===== config.mk =====
export PLATFORM = sky130hd
export DESIGN_NAME = adc_input_reference_select
export DESIGN_NICKNAME = d
export VERILOG_FILES = /design/src/inc/adc_sel_pkg.sv /design/src/rtl/adc_src_decode.sv /design/src/rtl/adc_clk_div.sv /design/src/rtl/adc_input_reference_select.sv
export SDC_FILE = /design/constraint.sdc
export NUM_CORES = 1
export LEC_CHECK = 0
export BUFFER_PORTS_ARGS = -buffer_cell sky130_fd_sc_hd__buf_2
export CAP_MARGIN = 25
export CORE_MARGIN = 2
export CORE_UTILIZATION = 49
export DETAILED_ROUTE_END_ITERATION = 10
export PLACE_DENSITY_LB_ADDON = 0.2
export SLEW_MARGIN = 20
export SYNTH_ARGS = -nofsm -noshare
export SYNTH_HDL_FRONTEND = slang
export SYNTH_SLANG_ARGS = --single-unit

===== constraint.sdc =====
create_clock -name clk_sys -period 2.2 [get_ports clk_sys]
set_clock_uncertainty 0.2 [all_clocks]
set_input_delay 0.44 -clock clk_sys [delete_from_list [all_inputs] [get_ports clk_sys]]
set_output_delay 0.44 -clock clk_sys [all_outputs]
set_load 0.01 [all_outputs]

===== src/inc/adc_sel_pkg.sv =====
// Package: register map, field layout and reset values of the converter control block.
// Assumes a 32-bit APB slave with registers in the low byte of aligned words.
// How it works
// - Format 0: result bits 11..4 in high byte, 3..0 in low byte upper nibble.
// - Format 1: result bits 11..8 in high byte low nibble, 7..0 in low byte.
// - Result bits not carrying data under the chosen format read zero.
// - Four-bit channel field picks one of sixteen pins, code equals index.
// - Source codes 0000, 0100 and 11xx route the external channel.
// - Codes 0001-0011 supply fractions, 0101-0111 amplifier fractions, 10xx ground.
// - Any internal source disconnects every external channel, whatever the channel field.
// - Three-bit clock field divides system clock by two to the code.
// - Unimplemented bits of the control registers read back zero.
// - Reference control bit 7 enables the reference amplifier.
// - Amplifier input: 0 external pin, 1 bandgap; bandgap disconnects the pin.
// - Reference select: 00 supply, 01 external pin, 1x amplifier output.
// - Internal reference selection disconnects the external reference pins.
// - Gain codes 00..11 select gains 1, 1.667, 2.5, 3.333.
// - Bandgap register bit 0 enables the bandgap circuit.
package adc_sel_pkg;
	localparam logic [11:0] ADDR_CTRL0      = 12'h000;
	localparam logic [11:0] ADDR_IN_CLK     = 12'h004;
	localparam logic [11:0] ADDR_REF_CTRL   = 12'h008;
	localparam logic [11:0] ADDR_BANDGAP    = 12'h00c;
	localparam logic [11:0] ADDR_RESULT_LO  = 12'h010;
	localparam logic [11:0] ADDR_RESULT_HI  = 12'h014;
	localparam logic [7:0]  RST_REG         = 8'h00;
	localparam logic [7:0]  MASK_CTRL0      = 8'h1f;
	localparam logic [7:0]  MASK_IN_CLK     = 8'hf7;
	localparam logic [7:0]  MASK_REF_CTRL   = 8'h9f;
	localparam logic [7:0]  MASK_BANDGAP    = 8'h01;
	localparam int FMT_BIT  = 4;
	localparam int CH_LSB   = 0;
	localparam int SRC_LSB  = 4;
	localparam int CKD_LSB  = 0;
	localparam int AMP_EN_BIT = 7;
	localparam int AMP_IN_BIT = 4;
	localparam int REF_LSB  = 2;
	localparam int GAIN_LSB = 0;
	localparam int BG_BIT   = 0;
	localparam int NUM_CH   = 16;
	localparam int NUM_SRC  = 8;
	localparam int NUM_DIV  = 8;
	// One-hot input source routes
	localparam int SRC_EXT = 0;
	localparam int SRC_AVDD = 1;
	localparam int SRC_AVDD2 = 2;
	localparam int SRC_AVDD4 = 3;
	localparam int SRC_VR = 4;
	localparam int SRC_VR2 = 5;
	localparam int SRC_VR4 = 6;
	localparam int SRC_GND = 7;
	localparam logic [31:0] ZERO_WORD = 32'h0000_0000;
	typedef enum logic [2:0] {
		APB_IDLE   = 3'b001,
		APB_SETUP  = 3'b010,
		APB_ACCESS = 3'b100
	} apb_state_t;
endpackage


===== src/rtl/adc_src_decode.sv =====
// Decodes the input source and channel fields into one-hot analog selects.
// Combinational; the parent registers the outputs.
`timescale 1ns/1ns
module adc_src_decode (
	input  wire logic [3:0]                     src_code, // Input source field
	input  wire logic [3:0]                     ch_code,  // External channel field
	output logic [adc_sel_pkg::NUM_SRC-1:0]     src_oh,   // One-hot source route
	output logic [adc_sel_pkg::NUM_CH-1:0]      ch_oh     // One-hot channel switch
);
	import adc_sel_pkg::*;
	wire ext_route = (src_code == 4'h0) || (src_code == 4'h4) || (src_code[3:2] == 2'b11);
	wire gnd_route = (src_code[3:2] == 2'b10);
	genvar i;
	generate
		for (i = 0; i < NUM_CH; i = i + 1) begin : g_ch
			// Gated by the external route so pins never join an internal signal
			assign ch_oh[i] = ext_route && (ch_code == 4'(i));
		end
	endgenerate
	assign src_oh[SRC_EXT]   = ext_route;
	assign src_oh[SRC_AVDD]  = (src_code == 4'h1);
	assign src_oh[SRC_AVDD2] = (src_code == 4'h2);
	assign src_oh[SRC_AVDD4] = (src_code == 4'h3);
	assign src_oh[SRC_VR]    = (src_code == 4'h5);
	assign src_oh[SRC_VR2]   = (src_code == 4'h6);
	assign src_oh[SRC_VR4]   = (src_code == 4'h7);
	assign src_oh[SRC_GND]   = gnd_route;
endmodule


===== src/rtl/adc_clk_div.sv =====
// Converter clock divider: a counter that restarts at a limit set by the divide code.
// The output is a one-cycle enable pulse at the divided rate, not a clock.
`timescale 1ns/1ns
module adc_clk_div (
	input  wire logic       clk_sys,  // System clock
	input  wire logic       sys_rst,  // Synchronous reset, active high
	input  wire logic [2:0] div_code, // Divide by two to this power
	output logic            tick      // Converter clock enable pulse
);
	import adc_sel_pkg::*;
	logic [6:0] count;
	logic [6:0] limit;
	assign limit = 7'((8'h01 << div_code) - 8'h01);
	always_ff @(posedge clk_sys) begin
		if (sys_rst || count >= limit) begin
			count <= 7'h00;
		end else begin
			count <= count + 7'h01;
		end
	end
	always_ff @(posedge clk_sys) begin
		tick <= !sys_rst && (count >= limit);
	end
endmodule


===== src/rtl/adc_input_reference_select.sv =====
// Top: APB register file of the converter input, clock and reference selects.
// Assumes a conversion result word arrives from the converter core on result_data.
`timescale 1ns/1ns
module adc_input_reference_select (
	input  wire logic                          clk_sys,          // System clock, 250 MHz
	input  wire logic                          sys_rst,          // Synchronous reset, active high
	input  wire logic                          psel,             // APB select
	input  wire logic                          penable,          // APB enable
	input  wire logic                          pwrite,           // APB direction
	input  wire logic [11:0]                   paddr,            // APB byte address
	input  wire logic [31:0]                   pwdata,           // APB write data
	output logic                               pready,           // APB ready
	output logic [31:0]                        prdata,           // APB read data
	output logic                               pslverr,          // APB error
	input  wire logic [11:0]                   result_data,      // Conversion result
	output logic [adc_sel_pkg::NUM_CH-1:0]     analog_input_pin, // One-hot channel switches
	output logic [adc_sel_pkg::NUM_SRC-1:0]    input_route,      // One-hot source route
	output logic                               conv_clk_tick,    // Converter clock enable
	output logic                               ref_amp_enable,   // Amplifier enable
	output logic                               ext_amp_input_pin,// Amplifier from external pin
	output logic                               bandgap_voltage,  // Amplifier from bandgap
	output logic [2:0]                         ref_route,        // Supply, ext pin, amp output
	output logic [3:0]                         ref_amp_gain,     // One-hot gain 1,1.667,2.5,3.333
	output logic                               bandgap_enable,   // Bandgap circuit enable
	output logic [7:0]                         result_high_byte, // Formatted high byte
	output logic [7:0]                         result_low_byte   // Formatted low byte
);
	import adc_sel_pkg::*;

	////////////////////////////////////////////////////////////////////////////
	// Registers
	logic [7:0]  ctrl0;
	logic [7:0]  adc_input_and_clock_select;
	logic [7:0]  adc_reference_control;
	logic [7:0]  bandgap_control;
	apb_state_t  state;
	apb_state_t  next_state;

	////////////////////////////////////////////////////////////////////////////
	// Bus decode
	wire       setup    = psel && !penable;
	wire       wr_take  = (state == APB_ACCESS) && psel && penable && pwrite && pready;
	wire       hit_c0   = (paddr == ADDR_CTRL0);
	wire       hit_ic   = (paddr == ADDR_IN_CLK);
	wire       hit_rc   = (paddr == ADDR_REF_CTRL);
	wire       hit_bg   = (paddr == ADDR_BANDGAP);
	wire       hit_lo   = (paddr == ADDR_RESULT_LO);
	wire       hit_hi   = (paddr == ADDR_RESULT_HI);
	wire       mapped   = hit_c0 || hit_ic || hit_rc || hit_bg || hit_lo || hit_hi;
	wire       ro_hit   = hit_lo || hit_hi;
	wire [7:0] wbyte    = pwdata[7:0];

	////////////////////////////////////////////////////////////////////////////
	// Result formatting
	wire        fmt_right = ctrl0[FMT_BIT];
	wire [7:0]  fmt_hi    = fmt_right ? {4'h0, result_data[11:8]} : result_data[11:4];
	wire [7:0]  fmt_lo    = fmt_right ? result_data[7:0] : {result_data[3:0], 4'h0};

	wire [7:0] rd_byte =
		hit_c0 ? (ctrl0 & MASK_CTRL0) :
		hit_ic ? (adc_input_and_clock_select & MASK_IN_CLK) :
		hit_rc ? (adc_reference_control & MASK_REF_CTRL) :
		hit_bg ? (bandgap_control & MASK_BANDGAP) :
		hit_lo ? fmt_lo :
		hit_hi ? fmt_hi : 8'h00;

	////////////////////////////////////////////////////////////////////////////
	// Decoded selects
	logic [NUM_SRC-1:0] src_oh;
	logic [NUM_CH-1:0]  ch_oh;
	logic               tick;
	adc_src_decode u_dec (
		.src_code (adc_input_and_clock_select[SRC_LSB +: 4]),
		.ch_code  (ctrl0[CH_LSB +: 4]),
		.src_oh   (src_oh),
		.ch_oh    (ch_oh)
	);
	adc_clk_div u_div (
		.clk_sys  (clk_sys),
		.sys_rst  (sys_rst),
		.div_code (adc_input_and_clock_select[CKD_LSB +: 3]),
		.tick     (tick)
	);

	wire [1:0] ref_code  = adc_reference_control[REF_LSB +: 2];
	wire [1:0] gain_code = adc_reference_control[GAIN_LSB +: 2];
	wire       amp_bg    = adc_reference_control[AMP_IN_BIT];
	// External reference pin switched only for code 01
	wire [2:0] next_ref  = {ref_code[1], ref_code == 2'b01, ref_code == 2'b00};
	wire [3:0] next_gain = 4'(5'h01 << gain_code);

	////////////////////////////////////////////////////////////////////////////
	// APB state: one wait state, answer in the second access cycle
	always_comb begin
		next_state = state;
		case (state)
			APB_IDLE: begin
				if (setup) begin
					next_state = APB_SETUP;
				end
			end
			APB_SETUP: begin
				next_state = (psel && penable) ? APB_ACCESS : APB_IDLE;
			end
			APB_ACCESS: begin
				next_state = setup ? APB_SETUP : APB_IDLE;
			end
			default: begin
				next_state = APB_IDLE;
			end
		endcase
	end

	always_ff @(posedge clk_sys) begin
		if (sys_rst) begin
			state <= APB_IDLE;
		end else begin
			state <= next_state;
		end
	end

	always_ff @(posedge clk_sys) begin
		if (sys_rst) begin
			pready  <= 1'b0;
			prdata  <= ZERO_WORD;
			pslverr <= 1'b0;
		end else begin
			pready  <= (state == APB_SETUP) && psel && penable;
			prdata  <= ((state == APB_SETUP) && psel && penable && !pwrite) ? {24'h00_0000, rd_byte} : ZERO_WORD;
			pslverr <= (state == APB_SETUP) && psel && penable && (!mapped || (pwrite && ro_hit));
		end
	end

	// Write lands at the edge where the master samples pready high, not where it is launched
	always_ff @(posedge clk_sys) begin
		if (sys_rst) begin
			ctrl0                      <= RST_REG;
			adc_input_and_clock_select <= RST_REG;
			adc_reference_control      <= RST_REG;
			bandgap_control            <= RST_REG;
		end else if (wr_take) begin
			if (hit_c0) begin
				ctrl0 <= wbyte & MASK_CTRL0;
			end
			if (hit_ic) begin
				adc_input_and_clock_select <= wbyte & MASK_IN_CLK;
			end
			if (hit_rc) begin
				adc_reference_control <= wbyte & MASK_REF_CTRL;
			end
			if (hit_bg) begin
				bandgap_control <= wbyte & MASK_BANDGAP;
			end
		end
	end

	////////////////////////////////////////////////////////////////////////////
	// Registered analog selects, converter clock tick and result bytes
	always_ff @(posedge clk_sys) begin
		if (sys_rst) begin
			analog_input_pin  <= '0;
			input_route       <= '0;
			conv_clk_tick     <= 1'b0;
			ref_amp_enable    <= 1'b0;
			ext_amp_input_pin <= 1'b0;
			bandgap_voltage   <= 1'b0;
			ref_route         <= 3'h0;
			ref_amp_gain      <= 4'h0;
			bandgap_enable    <= 1'b0;
			result_high_byte  <= 8'h00;
			result_low_byte   <= 8'h00;
		end else begin
			analog_input_pin  <= ch_oh;
			input_route       <= src_oh;
			conv_clk_tick     <= tick;
			ref_amp_enable    <= adc_reference_control[AMP_EN_BIT];
			ext_amp_input_pin <= !amp_bg;
			bandgap_voltage   <= amp_bg;
			ref_route         <= next_ref;
			ref_amp_gain      <= next_gain;
			bandgap_enable    <= bandgap_control[BG_BIT];
			result_high_byte  <= fmt_hi;
			result_low_byte   <= fmt_lo;
		end
	end
endmodule


Yosys cells after proc, flatten, opt, wreduce, memory -nomap -nowiden --
Cells that the tools add are included.
Word-level totals: register bits 116, word-level logic and storage cells 128
Cells by class: add/subtract/negate cells 2, magnitude comparators 1, eq/ne operators 34, shifts and indexed selects 2, mux-type cells 12, bitwise operators 1, reductions and logical operators 53
Operator list (count):
- two-way mux 8 bit | 8
- equality test 4 x 3 -> 1 bit, second input constant | 8
- equality test 4 bit, second input constant | 8
- logical AND 1 bit | 28
- equality test 12 x 4 -> 1 bit, second input constant | 2
- equality test 12 x 5 -> 1 bit, second input constant | 2
- equality test 4 x 2 -> 1 bit, second input constant | 4
- equality test 12 x 3 -> 1 bit, second input constant | 1
- logical NOT 12 bit | 1
- logical OR 1 bit | 10
- case mux 3 bit (3 select lines) | 1
- equality test 4 x 1 -> 1 bit, second input constant | 2
- logical NOT 4 bit | 2
- AND reduction 2 bit | 4
- adder 7 x 1 -> 7 bit, second input constant | 1
- >= comparator 7 bit | 1
- << shifter 1 x 3 -> 7 bit, first input constant | 1
- subtractor 7 x 1 -> 7 bit, second input constant | 1
- two-way mux 3 bit | 2
- logical NOT 1 bit | 5
- equality test 2 bit, second input constant | 2
- << shifter 1 x 2 -> 4 bit, first input constant | 1
- equality test 3 x 1 -> 1 bit, second input constant | 1
- equality test 3 x 2 -> 1 bit, second input constant | 1
- other kinds (8) | 8

Depth between registers and ports, before layout --
depth after elaboration 9, gate-level depth with buffers 7

By module --
Synthesis repeated with hierarchy kept, for this count alone.
Unflattened totals: cells, all modules 448, area, all modules 4061.4 µm²
Modules (own cells, without submodules):
- adc_input_reference_select | instances 1, cells an instance 350, area an instance 3329.4 µm², seq. area each 1681.6 µm²
- adc_clk_div | instances 1, cells an instance 55, area an instance 460.4 µm², seq. area each 160.2 µm²
- adc_src_decode | instances 1, cells an instance 43, area an instance 271.5 µm², seq. area each 0.0 µm²

Worst setup path before layout --
OpenSTA, ideal clock, no wires.
path type input port to flip-flop, from in paddr[10], to reg prdata[0], setup time 0.103 ns, arrival time 1.677 ns, required time 1.897 ns, path slack 0.220 ns, cell stages on the path 5, cell sequence nor4_4 > nand3_4 > or3_1 > buf_6 > a2111oi_2
Between the ends: word-level cells in the longest chain between the ends 7, elaborated cells on any way between the ends 12, classes of those cells 5 x eq/ne; 6 x mux; 1 x reduce/logical
RTL lines:
- start: declaration | RTL line adc_input_reference_select.sv:10 | input wire logic [11:0] paddr,
- equality test 12 x 5 -> 1 bit | RTL line adc_input_reference_select.sv:48 | wire hit_hi = (paddr == ADDR_RESULT_HI);
- two-way mux 8 bit | RTL line adc_input_reference_select.sv:65 | hit_hi ? fmt_hi : 8'h00;
- two-way mux 8 bit | RTL line adc_input_reference_select.sv:64 | hit_lo ? fmt_lo :
- two-way mux 8 bit | RTL line adc_input_reference_select.sv:63 | hit_bg ? (bandgap_control & MASK_BANDGAP) :
- two-way mux 8 bit | RTL line adc_input_reference_select.sv:62 | hit_rc ? (adc_reference_control & MASK_REF_CTRL) :
- two-way mux 8 bit | RTL line adc_input_reference_select.sv:61 | hit_ic ? (adc_input_and_clock_select & MASK_IN_CLK) :
- two-way mux 8 bit * | RTL line adc_input_reference_select.sv:60 | hit_c0 ? (ctrl0 & MASK_CTRL0) :
- end signal: assignment | RTL line adc_input_reference_select.sv:129 | prdata <= ((state == APB_SETUP) && psel && penable && !pwrite) ? {24'h00_0000, rd_byte} : ZERO_WORD;
- end: declaration | RTL line adc_input_reference_select.sv:13 | output logic [31:0] prdata,
Mark *: on every way between the ends. The rest lies on a longest branch, timed or not. A chain may end at the register's enable or synchronous reset.

Worst setup path after layout --
from reg adc_input_and_clock_select[1], to reg u_div.count[4]
Between the ends: word-level cells in the longest chain between the ends 4
RTL lines:
- start: declaration | RTL line adc_input_reference_select.sv:33 | logic [7:0] adc_input_and_clock_select;
- start signal: assignment | RTL line adc_input_reference_select.sv:146 | adc_input_and_clock_select <= wbyte & MASK_IN_CLK;
- << shifter 1 x 3 -> 7 bit | RTL line adc_clk_div.sv:13 | assign limit = 7'((8'h01 << div_code) - 8'h01);
- subtractor 7 x 1 -> 7 bit | RTL line adc_clk_div.sv:13
- >= comparator 7 bit | RTL line adc_clk_div.sv:15 | if (sys_rst || count >= limit) begin
- logical OR 1 bit | RTL line adc_clk_div.sv:15
- end signal: assignment | RTL line adc_clk_div.sv:18 | count <= count + 7'h01;
- end: declaration | RTL line adc_clk_div.sv:11 | logic [6:0] count;
No other way between the ends.

==> results by group <==
Status
  – Status: finished, final reports clean

Run
  – Number of max-cap violations: 0

Floorplanning
  – Number of primary I/O pins: ~150
  – Vertical extent of the die: 92.4 um
  – CORE AREA: 7650 sq um
  – Initial cell density of the core: 50.1%
  – Die width: 92.4 um
  – Die area: around 8500 sq um
  – Row count: 32

Synth
  – Post-synthesis cell count: 406
  – Yosys warning total: 0
  – Post-synthesis instance area: 3830 sq um
  – Sequential cell area fraction in the yosys report: around half
  – Number of storage elements in the synthesis netlist: 92
  – Synthesized area divided by synthesized cell count: 9.44 sq um
  – Count of different cell masters after synthesis: 50

Setup path
  – Endpoint of the most critical setup path: u_div.count[4]
  – Worst setup SP type: flop
  – Endpoint of the worst-slack reg-to-reg timing path: u_div.count[4]
  – Path depth of the worst reg2reg path: 6
  – Setup slack, reg-to-reg: 0.18 ns
  – Crit path max fanout: 8
  – Worst path required time: 2.23 ns
  – Critical Path Sink Type: flop
  – Worst setup path start: adc_input_and_clock_select[1]
  – Data arrival time at the worst-slack endpoint: ~2 ns
  – Reg2Reg Launch Point: adc_input_and_clock_select[1]
  – Class of the most critical setup path: reg2reg

CTS
  – Root Buffer Master: sky130_fd_sc_hd__clkbuf_8
  – Latest clock arrival within the worst-skew pair: 0.37 ns
  – Number of buffers inserted for hold repair after clock tree synthesis: 0
  – Resized Gates After CTS: 0
  – Post-CTS setup buffer count: 0
  – Count of H-tree levels built during CTS: 3
  – Number of sinks on the clock net: between 90 and 100
  – Largest buffer count on any clock path: 2
  – CTS tree: yes
  – Clock-pin slew reported for the worst setup and hold paths after clock tree synthesis: 0.10 ns
  – Number of buffers added by the clock tree synthesis step: 9

Detailed routing
  – First-pass DRT Iterations: 4
  – Vias after detailed routing: 3098
  – Vias per cell: 5.00
  – Antenna-violating nets left: 0
  – Count of routing violations after the opening detailed-route iteration: between 200 and 250
  – Detail-routed net length per standard cell: about 13 um
  – Remaining routing DRC violations: 0
  – Final Routed Wirelength: 8.34 mm

Global route
  – Overall overflow remaining after global route: 0
  – Largest net degree at the start of global routing: 30
  – First-pass GRT wire length: 13.6 mm
  – Number of antenna violations at the first check in global routing: 0
  – Total GRT Usage: 20.0%
  – Via count of the first global-routing pass: between 2000 and 3000

Place
  – Inst Count DP: between 600 and 700
  – Number of buffers inserted by port buffering: 98
  – Global placement routability congestion: 0.836
  – Post-detail-place hpwl: approximately 6.4 mm

Final layout
  – Net count of the finished layout: 582
  – Final cell count without fillers: slightly above 600
  – Number of filler cells placed in the layout: 690
  – Total inserted antenna cells: 0
  – Fraction of layout instances using a drive strength above 1: 28.0%
  – Growth of design area from synthesis to finish: 19.9%
  – Most frequent cells in the layout: 98 x sky130_fd_sc_hd__buf_2, 92 x sky130_fd_sc_hd__dfxtp_1, 52 x sky130_fd_sc_hd__nor2_1
  – Total area of multi-input combinational cells: 1770 sq um
  – Most common cell after layout, fill and taps aside: sky130_fd_sc_hd__buf_2
  – Footprint of the flip-flops and latches: about 1800 sq um

Pwr
  – Power per Cell Area: 650 nW/um^2
  – Leak Pwr: 2.08 nW
  – Worst-case vdd ir drop: 0.000326 V

STA
  – Final count of pins violating max slew: 0
  – Max Fclk: 494 MHz
  – Final-report hold violation count: 0
  – Total negative slack: 0 ns
  – RSZ-0062 raised after global routing: false
  – Post-layout minimum cycle time: 2.02 ns
  – Post-route clock period utilization: around 92%
  – Final setup violation count: 0

Worst hold path
  – Type of the worst min-delay path: in2reg
cell type report:
class	count	area share, %
Multi-Input combinational cell	283	38.6
Timing Repair Buffer	115	13.5
Clock inverter	7	1.44
Clock buffer	9	2.70
Sequential cell	92	40.1
Tap cell	102	2.78
Inverter	12	0.980
cells in the mapped netlist (all sizes together):
cell | count | area (sq um)
nand4b | 1 | 8.76
buf | 34 | 229
nand3b | 6 | 45.0
and4 | 1 | 10.0
o2111ai | 1 | 8.76
and3b | 2 | 17.5
o21ai | 15 | 75.1
mux2i | 23 | 230
a31oi | 2 | 12.5
o2bb2ai | 2 | 17.5
a21oi | 19 | 98.9
dfxtp | 92 | 1840
or2 | 1 | 6.26
nor4 | 3 | 40.0
a21boi | 2 | 15.0
or3 | 4 | 25.0
and4b | 1 | 10.0
a211oi | 4 | 30.0
a211o | 1 | 8.76
nand3 | 11 | 67.6
a21o | 1 | 7.51
nor3b | 4 | 41.3
and3 | 5 | 32.5
nor2b | 11 | 68.8
nor2 | 52 | 195
clkbuf | 8 | 30.0
nand2b | 20 | 125
nor3 | 11 | 55.1
xnor2 | 3 | 26.3
o311ai | 1 | 8.76
ha | 8 | 100
xor2 | 3 | 26.3
a2111oi | 5 | 75.1
conb | 1 | 3.75
and2 | 8 | 50.1
mux2 | 1 | 11.3
nand2 | 16 | 60.1
o32ai | 1 | 8.76
nand4 | 10 | 62.6
inv | 12 | 45.0
registers in the layout (all words and copies together) (netlist names):
name and flops:
u_div.tick 1, bandgap_voltage 1, prdata 8, bandgap_control 1, ext_amp_input_pin 1, analog_input_pin 16
adc_input_and_clock_select 7, ref_amp_gain 4, state 3, ctrl0 5, bandgap_enable 1, ref_route 3
pslverr 1, ref_amp_enable 1, input_route 8, adc_reference_control 6, conv_clk_tick 1, u_div.count 7
result_high_byte 8, pready 1, result_low_byte 8
routing by layer:
metal  vias up  wire (um)  track usage [%]
met2        97       3930             32.2
met1      1417       3790             26.8
met4         0        121             5.60
met3        12        501             4.64
li1       1572          -                -
met5         -          0                0
worst min-delay path by stage:
stage / start / to / slack, ns / cells past startpoint
2_1_floorplan: adc_reference_control[4] / ext_amp_input_pin / 0.21 / 1
3_3_place_gp: u_div.tick / conv_clk_tick / 0.23 / 1
3_5_place_dp: adc_reference_control[4] / ext_amp_input_pin / 0.24 / 1
4_1_cts: result_data[10] / result_high_byte[6] / 0.10 / 2
5_1_grt: result_data[10] / result_high_byte[6] / 0.1 / 2
6_report: result_data[9] / result_high_byte[5] / 0.11 / 2
kinds of logic (layout without fill, tap and decap cells):
logic type | after synthesis | count (layout) | synth area share, %
adders and majority gates | 8 | 8 | 2.61
buffers and inverters | 54 | 143 | 7.94
other | 1 | 24 | 0.0979
xor gates and xnor gates | 6 | 6 | 1.37
muxes | 24 | 24 | 6.30
and+or+nand+nor | 167 | 167 | 24.0
AOI/OAI and AO/OA | 54 | 54 | 9.57
DFF | 92 | 92 | 48.1
critical path, cell delays in order, from the launching register on:
cell and delay (ns):
sky130_fd_sc_hd__dfxtp_1 0.39, sky130_fd_sc_hd__or3_1 0.38, sky130_fd_sc_hd__ha_1 0.28, sky130_fd_sc_hd__nand2b_1 0.09, sky130_fd_sc_hd__a31oi_1 0.10, sky130_fd_sc_hd__o21ai_1 0.37, sky130_fd_sc_hd__nor2_1 0.09
report_power, final:
part / total, mW / switching (mW) / internal (mW)
combinational: 0.208 / 0.129 / 0.0796
sequential: 1.69 / 0.00609 / 1.68
clock: 1.09 / 0.649 / 0.440
total: 2.99 / 0.784 / 2.20
through the flow:
stage	utilization, %	hold slack (ns)	setup WS (ns)	total power, mW	instance area (sq um)
floorplan	-	0.211	0.220	1.87	3920
global placement	57.6	0.227	0.0675	1.93	4400
detailed placement	57.6	0.237	0.0301	1.94	4400
CTS	60.1	0.105	0.171	3.01	4590
global route	60.1	0.0968	0.00382	3.11	4590
finish	60.1	0.106	0.175	2.99	4590
(Power assumes the default switching activity.)
